### config.mk
export PLATFORM = sky130hd
export DESIGN_NAME = tsm_slave
export DESIGN_NICKNAME = d
export VERILOG_FILES = /design/src/tsm_pkg.sv /design/src/tsm_slave.sv
export VERILOG_INCLUDE_DIRS = /design/src
export SDC_FILE = /design/constraint.sdc
export NUM_CORES = 1
export LEC_CHECK = 0
export ABC_AREA = 0
export ABC_CLOCK_PERIOD_IN_PS = 7500
export BUFFER_PORTS_ARGS = -buffer_cell sky130_fd_sc_hd__clkbuf_2
export CAP_MARGIN = 20
export CORE_MARGIN = 2
export CORE_UTILIZATION = 50
export DETAILED_ROUTE_END_ITERATION = 10
export PLACE_DENSITY_LB_ADDON = 0.08
export RECOVER_POWER = 25
export SLEW_MARGIN = 20
export SYNTH_ARGS = -nofsm -noshare
export SYNTH_HDL_FRONTEND = slang
export SYNTH_SLANG_ARGS = --single-unit
### constraint.sdc
create_clock -name clk -period 7.5 [get_ports clk]
set_input_delay 1.125 -clock clk [delete_from_list [all_inputs] [get_ports clk]]
set_output_delay 1.125 -clock clk [all_outputs]
set_load 0.05 [all_outputs]
### src/tsm_defs.svh
/*
  constants of the two-wire memory slave front end: bus codes, bit
  counts and buffer sizes. assumes it is included by bare name.
*/
`ifndef TSM_DEFS_SVH
`define TSM_DEFS_SVH

// ----------------------------------------
// slave address layout
// ----------------------------------------
`define TSM_DEV_TYPE      4'ha
`define TSM_MCODE_TOP     5'h01
`define TSM_DEV_TYPE_MSB  7
`define TSM_DEV_TYPE_LSB  4
`define TSM_SEL_MSB       3
`define TSM_SEL_LSB       1
`define TSM_RW_BIT        0

// ----------------------------------------
// bit counting
// ----------------------------------------
`define TSM_CNT_BYTE      4'h8
`define TSM_CNT_LAST      4'h7
`define TSM_CNT_ACK       4'h9
`define TSM_CNT_RESET     4'h0

// ----------------------------------------
// memory address and write buffer
// ----------------------------------------
`define TSM_ADDR_W        15
`define TSM_ADDR_RESET    15'h0000
`define TSM_FIFO_W        23
`define TSM_FIFO_D        8

`endif

### src/tsm_pkg.sv
/*
  types of the two-wire memory slave front end.
  assumes nothing of its surroundings.
*/
package tsm_pkg;

  // ----------------------------------------
  // protocol states, one-hot
  // ----------------------------------------
  typedef enum logic [6:0] {
    TSM_IDLE = 7'h01,
    TSM_SLV  = 7'h02,
    TSM_ADH  = 7'h04,
    TSM_ADL  = 7'h08,
    TSM_WR   = 7'h10,
    TSM_RD   = 7'h20,
    TSM_HOLD = 7'h40
  } tsm_state_t;

endpackage

### src/tsm_slave.sv
/*
  two-wire serial slave front end of a 32k x 8 byte memory, with its
  write buffer. assumes scl and sda come from the pins asynchronously,
  the open-drain wire is resolved outside from sda_oe, and the memory
  array sits outside behind a write handshake and a read port.
*/
`timescale 1ns/100ps

`include "tsm_defs.svh"

// ----------------------------------------
// write buffer
// ----------------------------------------
module tsm_fifo #(
  parameter int W = `TSM_FIFO_W,
  parameter int D = `TSM_FIFO_D
) (
  input  wire logic         clk,
  input  wire logic         rst_n,
  input  wire logic         in_valid,
  output logic              in_ready,
  input  wire logic [W-1:0] in_data,
  output logic              out_valid,
  input  wire logic         out_ready,
  output logic [W-1:0]      out_data
);
  localparam int AW = $clog2(D);

  logic [W-1:0]  mem_q [D];
  logic [AW-1:0] wr_q;
  logic [AW-1:0] rd_q;
  logic [AW:0]   cnt_q;
  logic          push, pop;

  assign in_ready  = (cnt_q != (AW + 1)'(D));
  assign out_valid = (cnt_q != '0);
  assign out_data  = mem_q[rd_q];
  assign push      = in_valid && in_ready;
  assign pop       = out_valid && out_ready;

  always_ff @(posedge clk)
  begin
    if (push)
    begin
      mem_q[wr_q] <= in_data;
    end
  end

  always_ff @(posedge clk)
  begin
    if (!rst_n)
    begin
      wr_q  <= '0;
      rd_q  <= '0;
      cnt_q <= '0;
    end
    else
    begin
      if (push)
      begin
        wr_q <= (wr_q == AW'(D - 1)) ? '0 : wr_q + 1'b1;
      end
      if (pop)
      begin
        rd_q <= (rd_q == AW'(D - 1)) ? '0 : rd_q + 1'b1;
      end
      cnt_q <= cnt_q + (AW + 1)'(push) - (AW + 1)'(pop);
    end
  end
endmodule

// ----------------------------------------
// slave front end
// ----------------------------------------
module tsm_slave
  import tsm_pkg::*;
(
  input  wire logic                   clk,
  input  wire logic                   rst_n,
  input  wire logic                   scl_i,
  input  wire logic                   sda_i,
  output logic                        sda_o,
  output logic                        sda_oe,
  input  wire logic [2:0]             device_select_pins,
  input  wire logic                   write_protect,
  output logic                        mem_wr_valid,
  input  wire logic                   mem_wr_ready,
  output logic [`TSM_ADDR_W-1:0]      mem_wr_addr,
  output logic [7:0]                  mem_wr_data,
  output logic [`TSM_ADDR_W-1:0]      mem_rd_addr,
  input  wire logic [7:0]             mem_rd_data,
  output logic                        hs_mode
);

  // ----------------------------------------
  // pin synchronisers
  // ----------------------------------------
  logic [1:0]              scl_q, sda_q, wp_q;
  logic [2:0]              sel_q0, sel_q1;
  logic                    scl_p_q, sda_p_q;

  always_ff @(posedge clk)
  begin
    if (!rst_n)
    begin
      scl_q   <= 2'h3;
      sda_q   <= 2'h3;
      wp_q    <= 2'h0;
      sel_q0  <= 3'h0;
      sel_q1  <= 3'h0;
      scl_p_q <= 1'b1;
      sda_p_q <= 1'b1;
    end
    else
    begin
      scl_q   <= {scl_q[0], scl_i};
      sda_q   <= {sda_q[0], sda_i};
      wp_q    <= {wp_q[0], write_protect};
      sel_q0  <= device_select_pins;
      sel_q1  <= sel_q0;
      scl_p_q <= scl_q[1];
      sda_p_q <= sda_q[1];
    end
  end

  // ----------------------------------------
  // bus events
  // ----------------------------------------
  logic scl_s, sda_s, scl_rise, scl_fall, cond_start, cond_stop;

  assign scl_s      = scl_q[1];
  assign sda_s      = sda_q[1];
  assign scl_rise   = scl_s && !scl_p_q;
  assign scl_fall   = !scl_s && scl_p_q;
  assign cond_start = scl_s && scl_p_q && sda_p_q && !sda_s;
  assign cond_stop  = scl_s && scl_p_q && !sda_p_q && sda_s;

  // ----------------------------------------
  // byte decode
  // ----------------------------------------
  tsm_state_t              state_q;
  logic [3:0]              cnt_q;
  logic [7:0]              shift_q, rx_byte;
  logic [6:0]              addr_hi_q;
  logic [`TSM_ADDR_W-1:0]  addr_q;
  logic                    ack_q, sda_oe_q, hs_q, byte_done, sel_match;
  logic                    mcode, ack_d, fifo_ready, push;

  assign rx_byte   = {shift_q[6:0], sda_s};
  assign byte_done = scl_rise && (cnt_q == `TSM_CNT_LAST);
  assign sel_match = (rx_byte[`TSM_DEV_TYPE_MSB:`TSM_DEV_TYPE_LSB] == `TSM_DEV_TYPE)
                  && (rx_byte[`TSM_SEL_MSB:`TSM_SEL_LSB] == sel_q1);
  assign mcode     = (rx_byte[7:3] == `TSM_MCODE_TOP);

  always_comb
  begin
    case (state_q)
      TSM_SLV:  ack_d = sel_match;
      TSM_ADH:  ack_d = 1'b1;
      TSM_ADL:  ack_d = 1'b1;
      TSM_WR:   ack_d = !wp_q[1] && fifo_ready;
      default:  ack_d = 1'b0;
    endcase
  end

  assign push = byte_done && (state_q == TSM_WR) && ack_d;

  // ----------------------------------------
  // protocol sequencer
  // ----------------------------------------
  always_ff @(posedge clk)
  begin
    if (!rst_n)
    begin
      state_q  <= TSM_IDLE;
      cnt_q    <= `TSM_CNT_RESET;
      shift_q  <= 8'h00;
      ack_q    <= 1'b0;
      sda_oe_q <= 1'b0;
    end
    else if (cond_start || cond_stop)
    begin
      state_q  <= cond_start ? TSM_SLV : TSM_IDLE;
      cnt_q    <= `TSM_CNT_RESET;
      ack_q    <= 1'b0;
      sda_oe_q <= 1'b0;
    end
    else
    begin
      case (state_q)
        TSM_SLV, TSM_ADH, TSM_ADL, TSM_WR:
        begin
          if (scl_rise && cnt_q < `TSM_CNT_BYTE)
          begin
            shift_q <= rx_byte;
            cnt_q   <= cnt_q + 4'h1;
            if (byte_done)
            begin
              ack_q <= ack_d;
            end
          end
          else if (scl_rise && cnt_q == `TSM_CNT_BYTE)
          begin
            cnt_q <= `TSM_CNT_ACK;
          end
          else if (scl_fall && cnt_q == `TSM_CNT_BYTE)
          begin
            sda_oe_q <= ack_q;
          end
          else if (scl_fall && cnt_q == `TSM_CNT_ACK)
          begin
            sda_oe_q <= 1'b0;
            cnt_q    <= `TSM_CNT_RESET;
            if (!ack_q)
            begin
              state_q <= TSM_HOLD;
            end
            else if (state_q == TSM_SLV && shift_q[`TSM_RW_BIT])
            begin
              state_q  <= TSM_RD;
              shift_q  <= mem_rd_data;
              sda_oe_q <= !mem_rd_data[7];
            end
            else
            begin
              state_q <= (state_q == TSM_SLV) ? TSM_ADH
                       : (state_q == TSM_ADH) ? TSM_ADL : TSM_WR;
            end
          end
        end
        TSM_RD:
        begin
          if (scl_rise && cnt_q < `TSM_CNT_BYTE)
          begin
            cnt_q <= cnt_q + 4'h1;
          end
          else if (scl_fall && cnt_q > `TSM_CNT_RESET && cnt_q < `TSM_CNT_BYTE)
          begin
            shift_q  <= {shift_q[6:0], 1'b0};
            sda_oe_q <= !shift_q[6];
          end
          else if (scl_fall && cnt_q == `TSM_CNT_BYTE)
          begin
            sda_oe_q <= 1'b0;
          end
          else if (scl_rise && cnt_q == `TSM_CNT_BYTE)
          begin
            ack_q <= !sda_s;
            cnt_q <= `TSM_CNT_ACK;
          end
          else if (scl_fall && cnt_q == `TSM_CNT_ACK)
          begin
            cnt_q <= `TSM_CNT_RESET;
            if (ack_q)
            begin
              shift_q  <= mem_rd_data;
              sda_oe_q <= !mem_rd_data[7];
            end
            else
            begin
              state_q <= TSM_HOLD;
            end
          end
        end
        default:
        begin
          state_q  <= TSM_IDLE;
          sda_oe_q <= 1'b0;
        end
      endcase
    end
  end

  // ----------------------------------------
  // address latch
  // ----------------------------------------
  always_ff @(posedge clk)
  begin
    if (!rst_n)
    begin
      addr_hi_q <= 7'h00;
      addr_q    <= `TSM_ADDR_RESET;
    end
    else if (byte_done && state_q == TSM_ADH)
    begin
      addr_hi_q <= rx_byte[6:0];
    end
    else if (byte_done && state_q == TSM_ADL)
    begin
      addr_q <= {addr_hi_q, rx_byte};
    end
    else if (push || (byte_done && state_q == TSM_RD))
    begin
      addr_q <= addr_q + 15'h0001;
    end
  end

  // ----------------------------------------
  // high speed mode flag
  // ----------------------------------------
  always_ff @(posedge clk)
  begin
    if (!rst_n)
    begin
      hs_q <= 1'b0;
    end
    else if (cond_stop)
    begin
      hs_q <= 1'b0;
    end
    else if (byte_done && state_q == TSM_SLV && mcode)
    begin
      hs_q <= 1'b1;
    end
  end

  // ----------------------------------------
  // write buffer toward the array
  // ----------------------------------------
  tsm_fifo #(
    .W (`TSM_FIFO_W),
    .D (`TSM_FIFO_D)
  ) u_fifo (
    .clk       (clk),
    .rst_n     (rst_n),
    .in_valid  (push),
    .in_ready  (fifo_ready),
    .in_data   ({addr_q, rx_byte}),
    .out_valid (mem_wr_valid),
    .out_ready (mem_wr_ready),
    .out_data  ({mem_wr_addr, mem_wr_data})
  );

  // ----------------------------------------
  // outputs
  // ----------------------------------------
  assign sda_o       = 1'b0;
  assign sda_oe      = sda_oe_q;
  assign mem_rd_addr = addr_q;
  assign hs_mode     = hs_q;

endmodule

==> summary.txt, run 1 <==
GRT
  • Initial antenna violation count: 0
  • Grt total ovfl: 0
  • GRT Overall Usage: 21.28%
  • Number of global-route vias before repair: 6557
  • Largest net degree at the start of global routing: 47
  • First-pass GRT wire length: 36770 um

Logic synthesis
  • Cells after synthesis: 728
  • Yosys reg bits: 254
  • Number of flops mapped to enable cells by yosys: 184
  • Mapped cell area: 0.01081 mm2
  • Synth Net Count: 760
  • Async SR Flop Fraction: 0%
  • Ys Warns: 0
  • Synth cell types: 73
  • Average size of a mapped cell: 14.85 um2
  • Sequential area share after synthesis: 64.09%
  • Dominant synthesized flop cell: edfxtp_1

Clocking
  • CTS tree: yes
  • CTS clk-pin slew, worst paths: 0.06 ns
  • Postcts setup bufs: 0
  • Maximum clock path buffer count: 3
  • Clock H-tree levels: 1
  • Worst skew pair latency: 0.53 ns
  • Clk sink count: 254
  • Hold_buf cts: 0
  • Root buf cell: clkbuf_16
  • TritonCTS Buffers: 27
  • Post-cts resize count: 0

Routing
  • Final ANT Viol Nets: 0
  • Avg WL per Cell: 21.71 um
  • Residual DRC: 0
  • Via count of the routed design: 6513
  • Final wirelength: 23530 um
  • Detailed-route vias per instance: 6.008
  • DR iter-0 viols: 406
  • First-pass DRT Iterations: 5

Floorplan
  • Die Y-Extent: 151.0 um
  • I/O pin cnt: 59
  • FP Rows: 53
  • DIE AREA: 0.02281 mm2
  • Floorplan core area: 0.02109 mm2
  • Die W: 151.0 um
  • Initial Util: 51.25%

Finish
  • N_diodes: 0
  • Layout cells sized above 1: 24.97%
  • Most frequent cells in the layout: edfxtp_1 (184), dfxtp_1 (68), clkbuf_2 (57)
  • Layout Utilization: 58.28%
  • Area growth syn-to-layout: 13.71%
  • Fin nets: 821
  • Final non-filler cell total: 1084
  • Commonest non-fill, non-tap cell in the layout: edfxtp_1

Power and ir drop
  • Worst vdd rail ir drop: 0.2821 mV
  • Combinational share of power: 11.1%
  • Psw: 0.7464 mW
  • Sw frac: 23.50%
  • Pwr Density: 258.5 mW/mm2
  • Leak pwr: 4.039 nW
  • Power consumption: 3.176 mW
  • Clock power share: 40.4%
  • Sequential power share: 48.5%
  • Internal power: 2.430 mW

Timing
  • Final Max Slew Viols: 0
  • Post-layout min period: 3.901 ns
  • Slew @ Worst Pin: 0.9616 ns
  • Unrepaired setup endpoints after global routing: no
  • Final setup viols: 0
  • Rel. slew slack: 35.89%
  • Final cycle utilization of the critical path: 52.01%
  • FMAX: 256.4 MHz
  • Sum Neg Setup Slack: 0 ns
  • Worst Clk Skew: 0.009377 ns
  • Count of final hold-check violations: 0

Placed design
  • GPL Wtd Cong: 0.7968
  • Placed Instances: 1034
  • Post-DP HPWL: 13760 um
  • Port bufs: 57

Min path
  • Worst min-delay path category: register to register
  • Worst Hold Depth: 1

Critical path
  • Crit path arrival time: 2.78 ns
  • Endpoint class of the critical path: primary output
  • Startpoint types: register
  • Crit-path max FO: 46
  • R2R cell count: 9
  • CP required: 6.38 ns
  • CP Class: register to primary output

Run
  • Max-cap check violation count: 0

Run status
  • Status: finished clean
area by class of cell:
cell class | count | area, um2
multi-input cells | 420 | 3689
repair buffers | 71 | 410.4
clock buffers | 34 | 711.9
flip-flops and latches | 254 | 6929
clock inverters | 15 | 148.9
fillers | 1666 | 8798
well taps | 275 | 344.1
inverters | 15 | 56.30
path summary, 6_finish.rpt:
check              from            endpoint  slack [ns]
max            register      mem_wr_data[2]        3.60
min            sda_q[0]            sda_q[1]        0.41
max reg2reg  shift_q[0]  u_fifo.mem_q[6][8]        4.31
min reg2reg    sda_q[0]            sda_q[1]        0.41
routing by layer:
metal | wire length, um | GRT usage, % | part of all wire (%) | up-vias
met1 | 10030 | 29.43 | 43 | 3288
met2 | 11500 | 35.36 | 49 | 211
met3 | 1338 | 3.102 | 5.7 | 43
met4 | 665 | 6.262 | 2.8 | 0
li1 | - | - | - | 2971
met5 | 0 | 0 | 0 | -
critical path, stage by stage (launching register included):
cell and delay, ns:
dfxtp_2 0.32, buf_4 0.72, mux4_2 0.62, mux2_2 0.30, clkbuf_2 0.24
cell usage after synthesis, drive strengths merged, types with 13 or more instances:
| master | number | area (um2) |
|---|---|---|
| a21oi | 24 | 123.9 |
| buf | 19 | 108.9 |
| clkbuf | 20 | 75.07 |
| dfxtp | 70 | 1401 |
| edfxtp | 184 | 5525 |
| ha | 14 | 175.2 |
| inv | 15 | 56.30 |
| mux2 | 23 | 259.0 |
| mux2i | 23 | 230.2 |
| mux4 | 46 | 1036 |
| nand2 | 34 | 127.6 |
| nor2 | 53 | 206.5 |
| nor3 | 13 | 65.06 |
| o21ai | 22 | 113.9 |
power by group through the flow:
stage          Combinational, mW  Sequential, mW  Clock [mW]
3_5_place_dp               0.355            1.57           0
3_3_place_gp               0.345            1.57           0
5_1_grt                    0.387            1.54        1.37
4_1_cts                    0.360            1.54        1.31
6_report                   0.353            1.54        1.28
2_1_floorplan              0.277            1.57           0
registers in the layout, summed over array words and instances, names as in the netlist, named ones only:
register / cells
ack_q: 1
addr_hi_q: 7
cnt_q: 4
hs_mode: 1
mem_rd_addr: 15
scl_p_q: 1
scl_q: 2
sda_oe: 1
sda_p_q: 1
sda_q: 2
sel_q0: 3
sel_q1: 3
shift_q: 7
state_q: 7
u_fifo.cnt_q: 4
u_fifo.mem_q: 184
u_fifo.rd_q: 3
u_fifo.wr_q: 3
wp_q: 2
logic make-up (layout without fill, tap and decap cells):
| group | count (synthesis) | count (layout) | share of synthesized area (%) |
|---|---|---|---|
| AOI/OAI and AO/OA | 110 | 110 | 7.189 |
| buffers and inverters | 54 | 135 | 2.223 |
| other | 1 | 1 | 0.03470 |
| adders and majority gates | 15 | 15 | 1.806 |
| DFF | 254 | 254 | 64.09 |
| muxes | 92 | 92 | 14.11 |
| and+or+nand+nor | 192 | 192 | 9.736 |
| xor gates and xnor gates | 10 | 10 | 0.8104 |
through the flow:
stage               worst slack (ns)  hold WS (ns)  area [um2]
finish                         3.599        0.4098       12290
global route                   3.418        0.4258       12290
CTS                            3.513        0.4143       12260
detailed placement             4.080        0.3993       11400
global placement               4.112        0.3900       11400
floorplan                      3.073        0.3863       10810
Note: power is estimated with default switching activity, not from simulation.
==> run 2: changes to the inputs <==
Settings changed: ABC_CLOCK_PERIOD_IN_PS 7500 to 3600.
Clock period 7.5 ns to 3.6 ns, I/O delays scaled along.
==> run 2 against run 1 <==
  * The flow now finishes with violations (capacitance limit, slew limit)
  * First-iteration DRC count is 18% lower
  * Clock-buffer cell count grew 3
  * Highest routed layer unchanged
  * Final cell count up 0.92%
  * Critical path depth is the same
  * Cell area is 0.24% higher
==> summary.txt, run 2 (synthesis results as in run 1) <==
Run status
  • Status: finished, violations left
  • Failing checks: capacitance limit, slew limit

GRT
  • First-pass GRT wire length: 35800 um (-2.6%)
  • Largest net degree at the start of global routing: 44 (-6.4%)
  • Initial antenna violation count: 0 (unchanged)
  • GR Layer Usage met3: 3.193% (+0.090 points)
  • Grt total ovfl: 0 (unchanged)
  • Number of global-route vias before repair: 6410 (-2.2%)
  • GRT met2 Usage: 35.57% (+0.20 points)
  • Routing usage on met1: 27.70% (-1.7 points)
  • GRT Overall Usage: 20.62% (-0.66 points)
  • Gr busiest metal: met2

Critical path
  • Crit path arrival time: 2.67 ns (-0.11 ns)
  • Worst path cell trace: buf_4 -> mux4_2 -> mux2_2 -> clkbuf_2
  • Startpoint types: register
  • Critical path's largest stage delay: 0.75 ns (+0.03 ns)
  • CP required: 3.06 ns (-3.32 ns)
  • Endpoint class of the critical path: primary output
  • Slowest CP cell: dfxtp_2
  • Crit-path max FO: 16 (-65%)
  • CP Class: register to primary output

Finish
  • Commonest non-fill, non-tap cell in the layout: edfxtp_1
  • Max FFs per register: 184 (unchanged)
  • Largest Register: u_fifo.mem_q
  • Most frequent cells in the layout: edfxtp_1 (184), dfxtp_1 (68), clkbuf_2 (56)
  • Layout cells sized above 1: 25.03% (+0.061 points)
  • Final non-filler cell total: 1094 (+0.92%)
  • N_diodes: 0 (unchanged)
  • Fin nets: 831 (+1.2%)
  • Area growth syn-to-layout: 13.98%

Routing
  • Final wirelength: 23030 um (-2.1%)
  • Avg WL per Cell: 21.05 um (-3.0%)
  • Detailed-route vias per instance: 5.886 (-2.0%)
  • Via count of the routed design: 6439 (-1.1%)
  • DR iter-0 viols: 332 (-18%)
  • First-pass DRT Iterations: 5 (unchanged)
  • Final ANT Viol Nets: 0 (unchanged)
  • Residual DRC: 0 (unchanged)

Timing
  • Final cycle utilization of the critical path: 89.29%
  • FMAX: 311.1 MHz
  • Slew @ Worst Pin: 1.767 ns (+0.8057 ns)
  • Hold Slack: 0.2051 ns (-0.2047 ns)
  • Worst Clk Skew: 0.01882 ns (+0.009444 ns)
  • Final setup viols: 0 (unchanged)
  • Unrepaired setup endpoints after global routing: no
  • Final Max Slew Viols: 44 (+44)
  • Post-layout min period: 3.214 ns
  • Rel. slew slack: -17.82% (-54 points)
  • Sum Neg Setup Slack: 0 ns (unchanged)
  • Count of final hold-check violations: 0 (unchanged)
  • Final worst setup slack: 0.3857 ns (-3.213 ns)

Clocking
  • CTS clk-pin slew, worst paths: 0.06 ns (about the same)
  • Maximum clock path buffer count: 3 (unchanged)
  • Postcts setup bufs: 0 (unchanged)
  • Hold_buf cts: 0 (unchanged)
  • Root buf cell: clkbuf_16
  • Clock H-tree levels: 1 (unchanged)
  • CTS tree: yes
  • Worst skew pair latency: 0.53 ns (about the same)
  • Post-cts resize count: 0 (unchanged)
  • TritonCTS Buffers: 26 (-3.7%)
  • Clk sink count: 254 (unchanged)

Floorplan
  • Floorplan core area: 0.02109 mm2 (unchanged)
  • Initial Util: 51.25% (unchanged)
  • I/O pin cnt: 59 (unchanged)
  • Die W: 151.0 um (unchanged)
  • Die Y-Extent: 151.0 um (unchanged)
  • DIE AREA: 0.02281 mm2 (unchanged)
  • FP Rows: 53 (unchanged)

Run
  • Max-cap check violation count: 1 (+1)

Power and ir drop
  • Leak pwr: 4.014 nW (-0.64%)
  • Power consumption: 6.411 mW (+100%)
  • Pwr Density: 520.4 mW/mm2 (+100%)
  • Worst vdd rail ir drop: 0.4154 mV (+47%)

Placed design
  • Post-DP HPWL: 14820 um (+7.8%)
  • Placement Setup Slack: 0.4681 ns (-3.612 ns)
  • GPL Wtd Cong: 0.8940 (+12%)
  • Placed Instances: 1046 (+1.2%)
  • Port bufs: 57 (unchanged)

Min path
  • Worst min-delay path category: input pin to register
run 2: cell types whose count changed in the layout (fill, tap and decap cells not counted), moves of 3 or more:
cell / delta
bufinv_16: -3
clkbuf_1: +11
and2_1: -6
and2_0: +6
clkinv_1: -4
run 2: report_power, final:
| group | leakage, nW | internal [mW] | switching (mW) | total (mW) |
|---|---|---|---|---|
| clock network | 0.383 | 1.40 | 1.06 | 2.46 |
| registers | 2.19 | 3.16 | 0.103 | 3.26 |
| logic | 1.44 | 0.310 | 0.382 | 0.692 |
| total | 4.01 | 4.87 | 1.54 | 6.41 |
run 2: cell type report:
class | instances | area, um2
Clock buffer | 37 | 721.9
Tap cell | 275 | 344.1
Fill cell | 1666 | 8768
Clock inverter | 11 | 67.56
Timing Repair Buffer | 82 | 466.7
Sequential cell | 254 | 6929
Multi-Input combinational cell | 420 | 3734
Inverter | 15 | 56.30
run 2: per-layer routing:
| layer | share of wire (%) | up-vias |
|---|---|---|
| li1 | - | 2997 |
| met1 | 43 | 3242 |
| met2 | 51 | 160 |
| met3 | 4.1 | 40 |
| met4 | 2.1 | 0 |
| met5 | 0 | - |
run 2: final timing paths:
kind	startpoint	end	slack, ns	cells past startpoint
worst min-delay path	scl_i	scl_q[0]	0.21	2
worst max register to register	state_q[3]	u_fifo.mem_q[5][7]	0.45	9
worst max-delay path	register	mem_wr_data[1]	0.39	4
worst min register to register	sel_q0[2]	sel_q1[2]	0.43	1
run 2: worst max-delay path: cells and delay by family (launching register included):
family / cells / cell delay (ns)
buf+inv: 2 / 0.58
mux: 2 / 0.83
flops: 1 / 0.75
run 2: per-stage QoR:
step	cell area [um2]	utilization [%]
finish	12320	58.42
global route	12320	58.42
CTS	12350	58.57
detailed placement	11560	54.82
global placement	11560	54.82
floorplan	10840	-
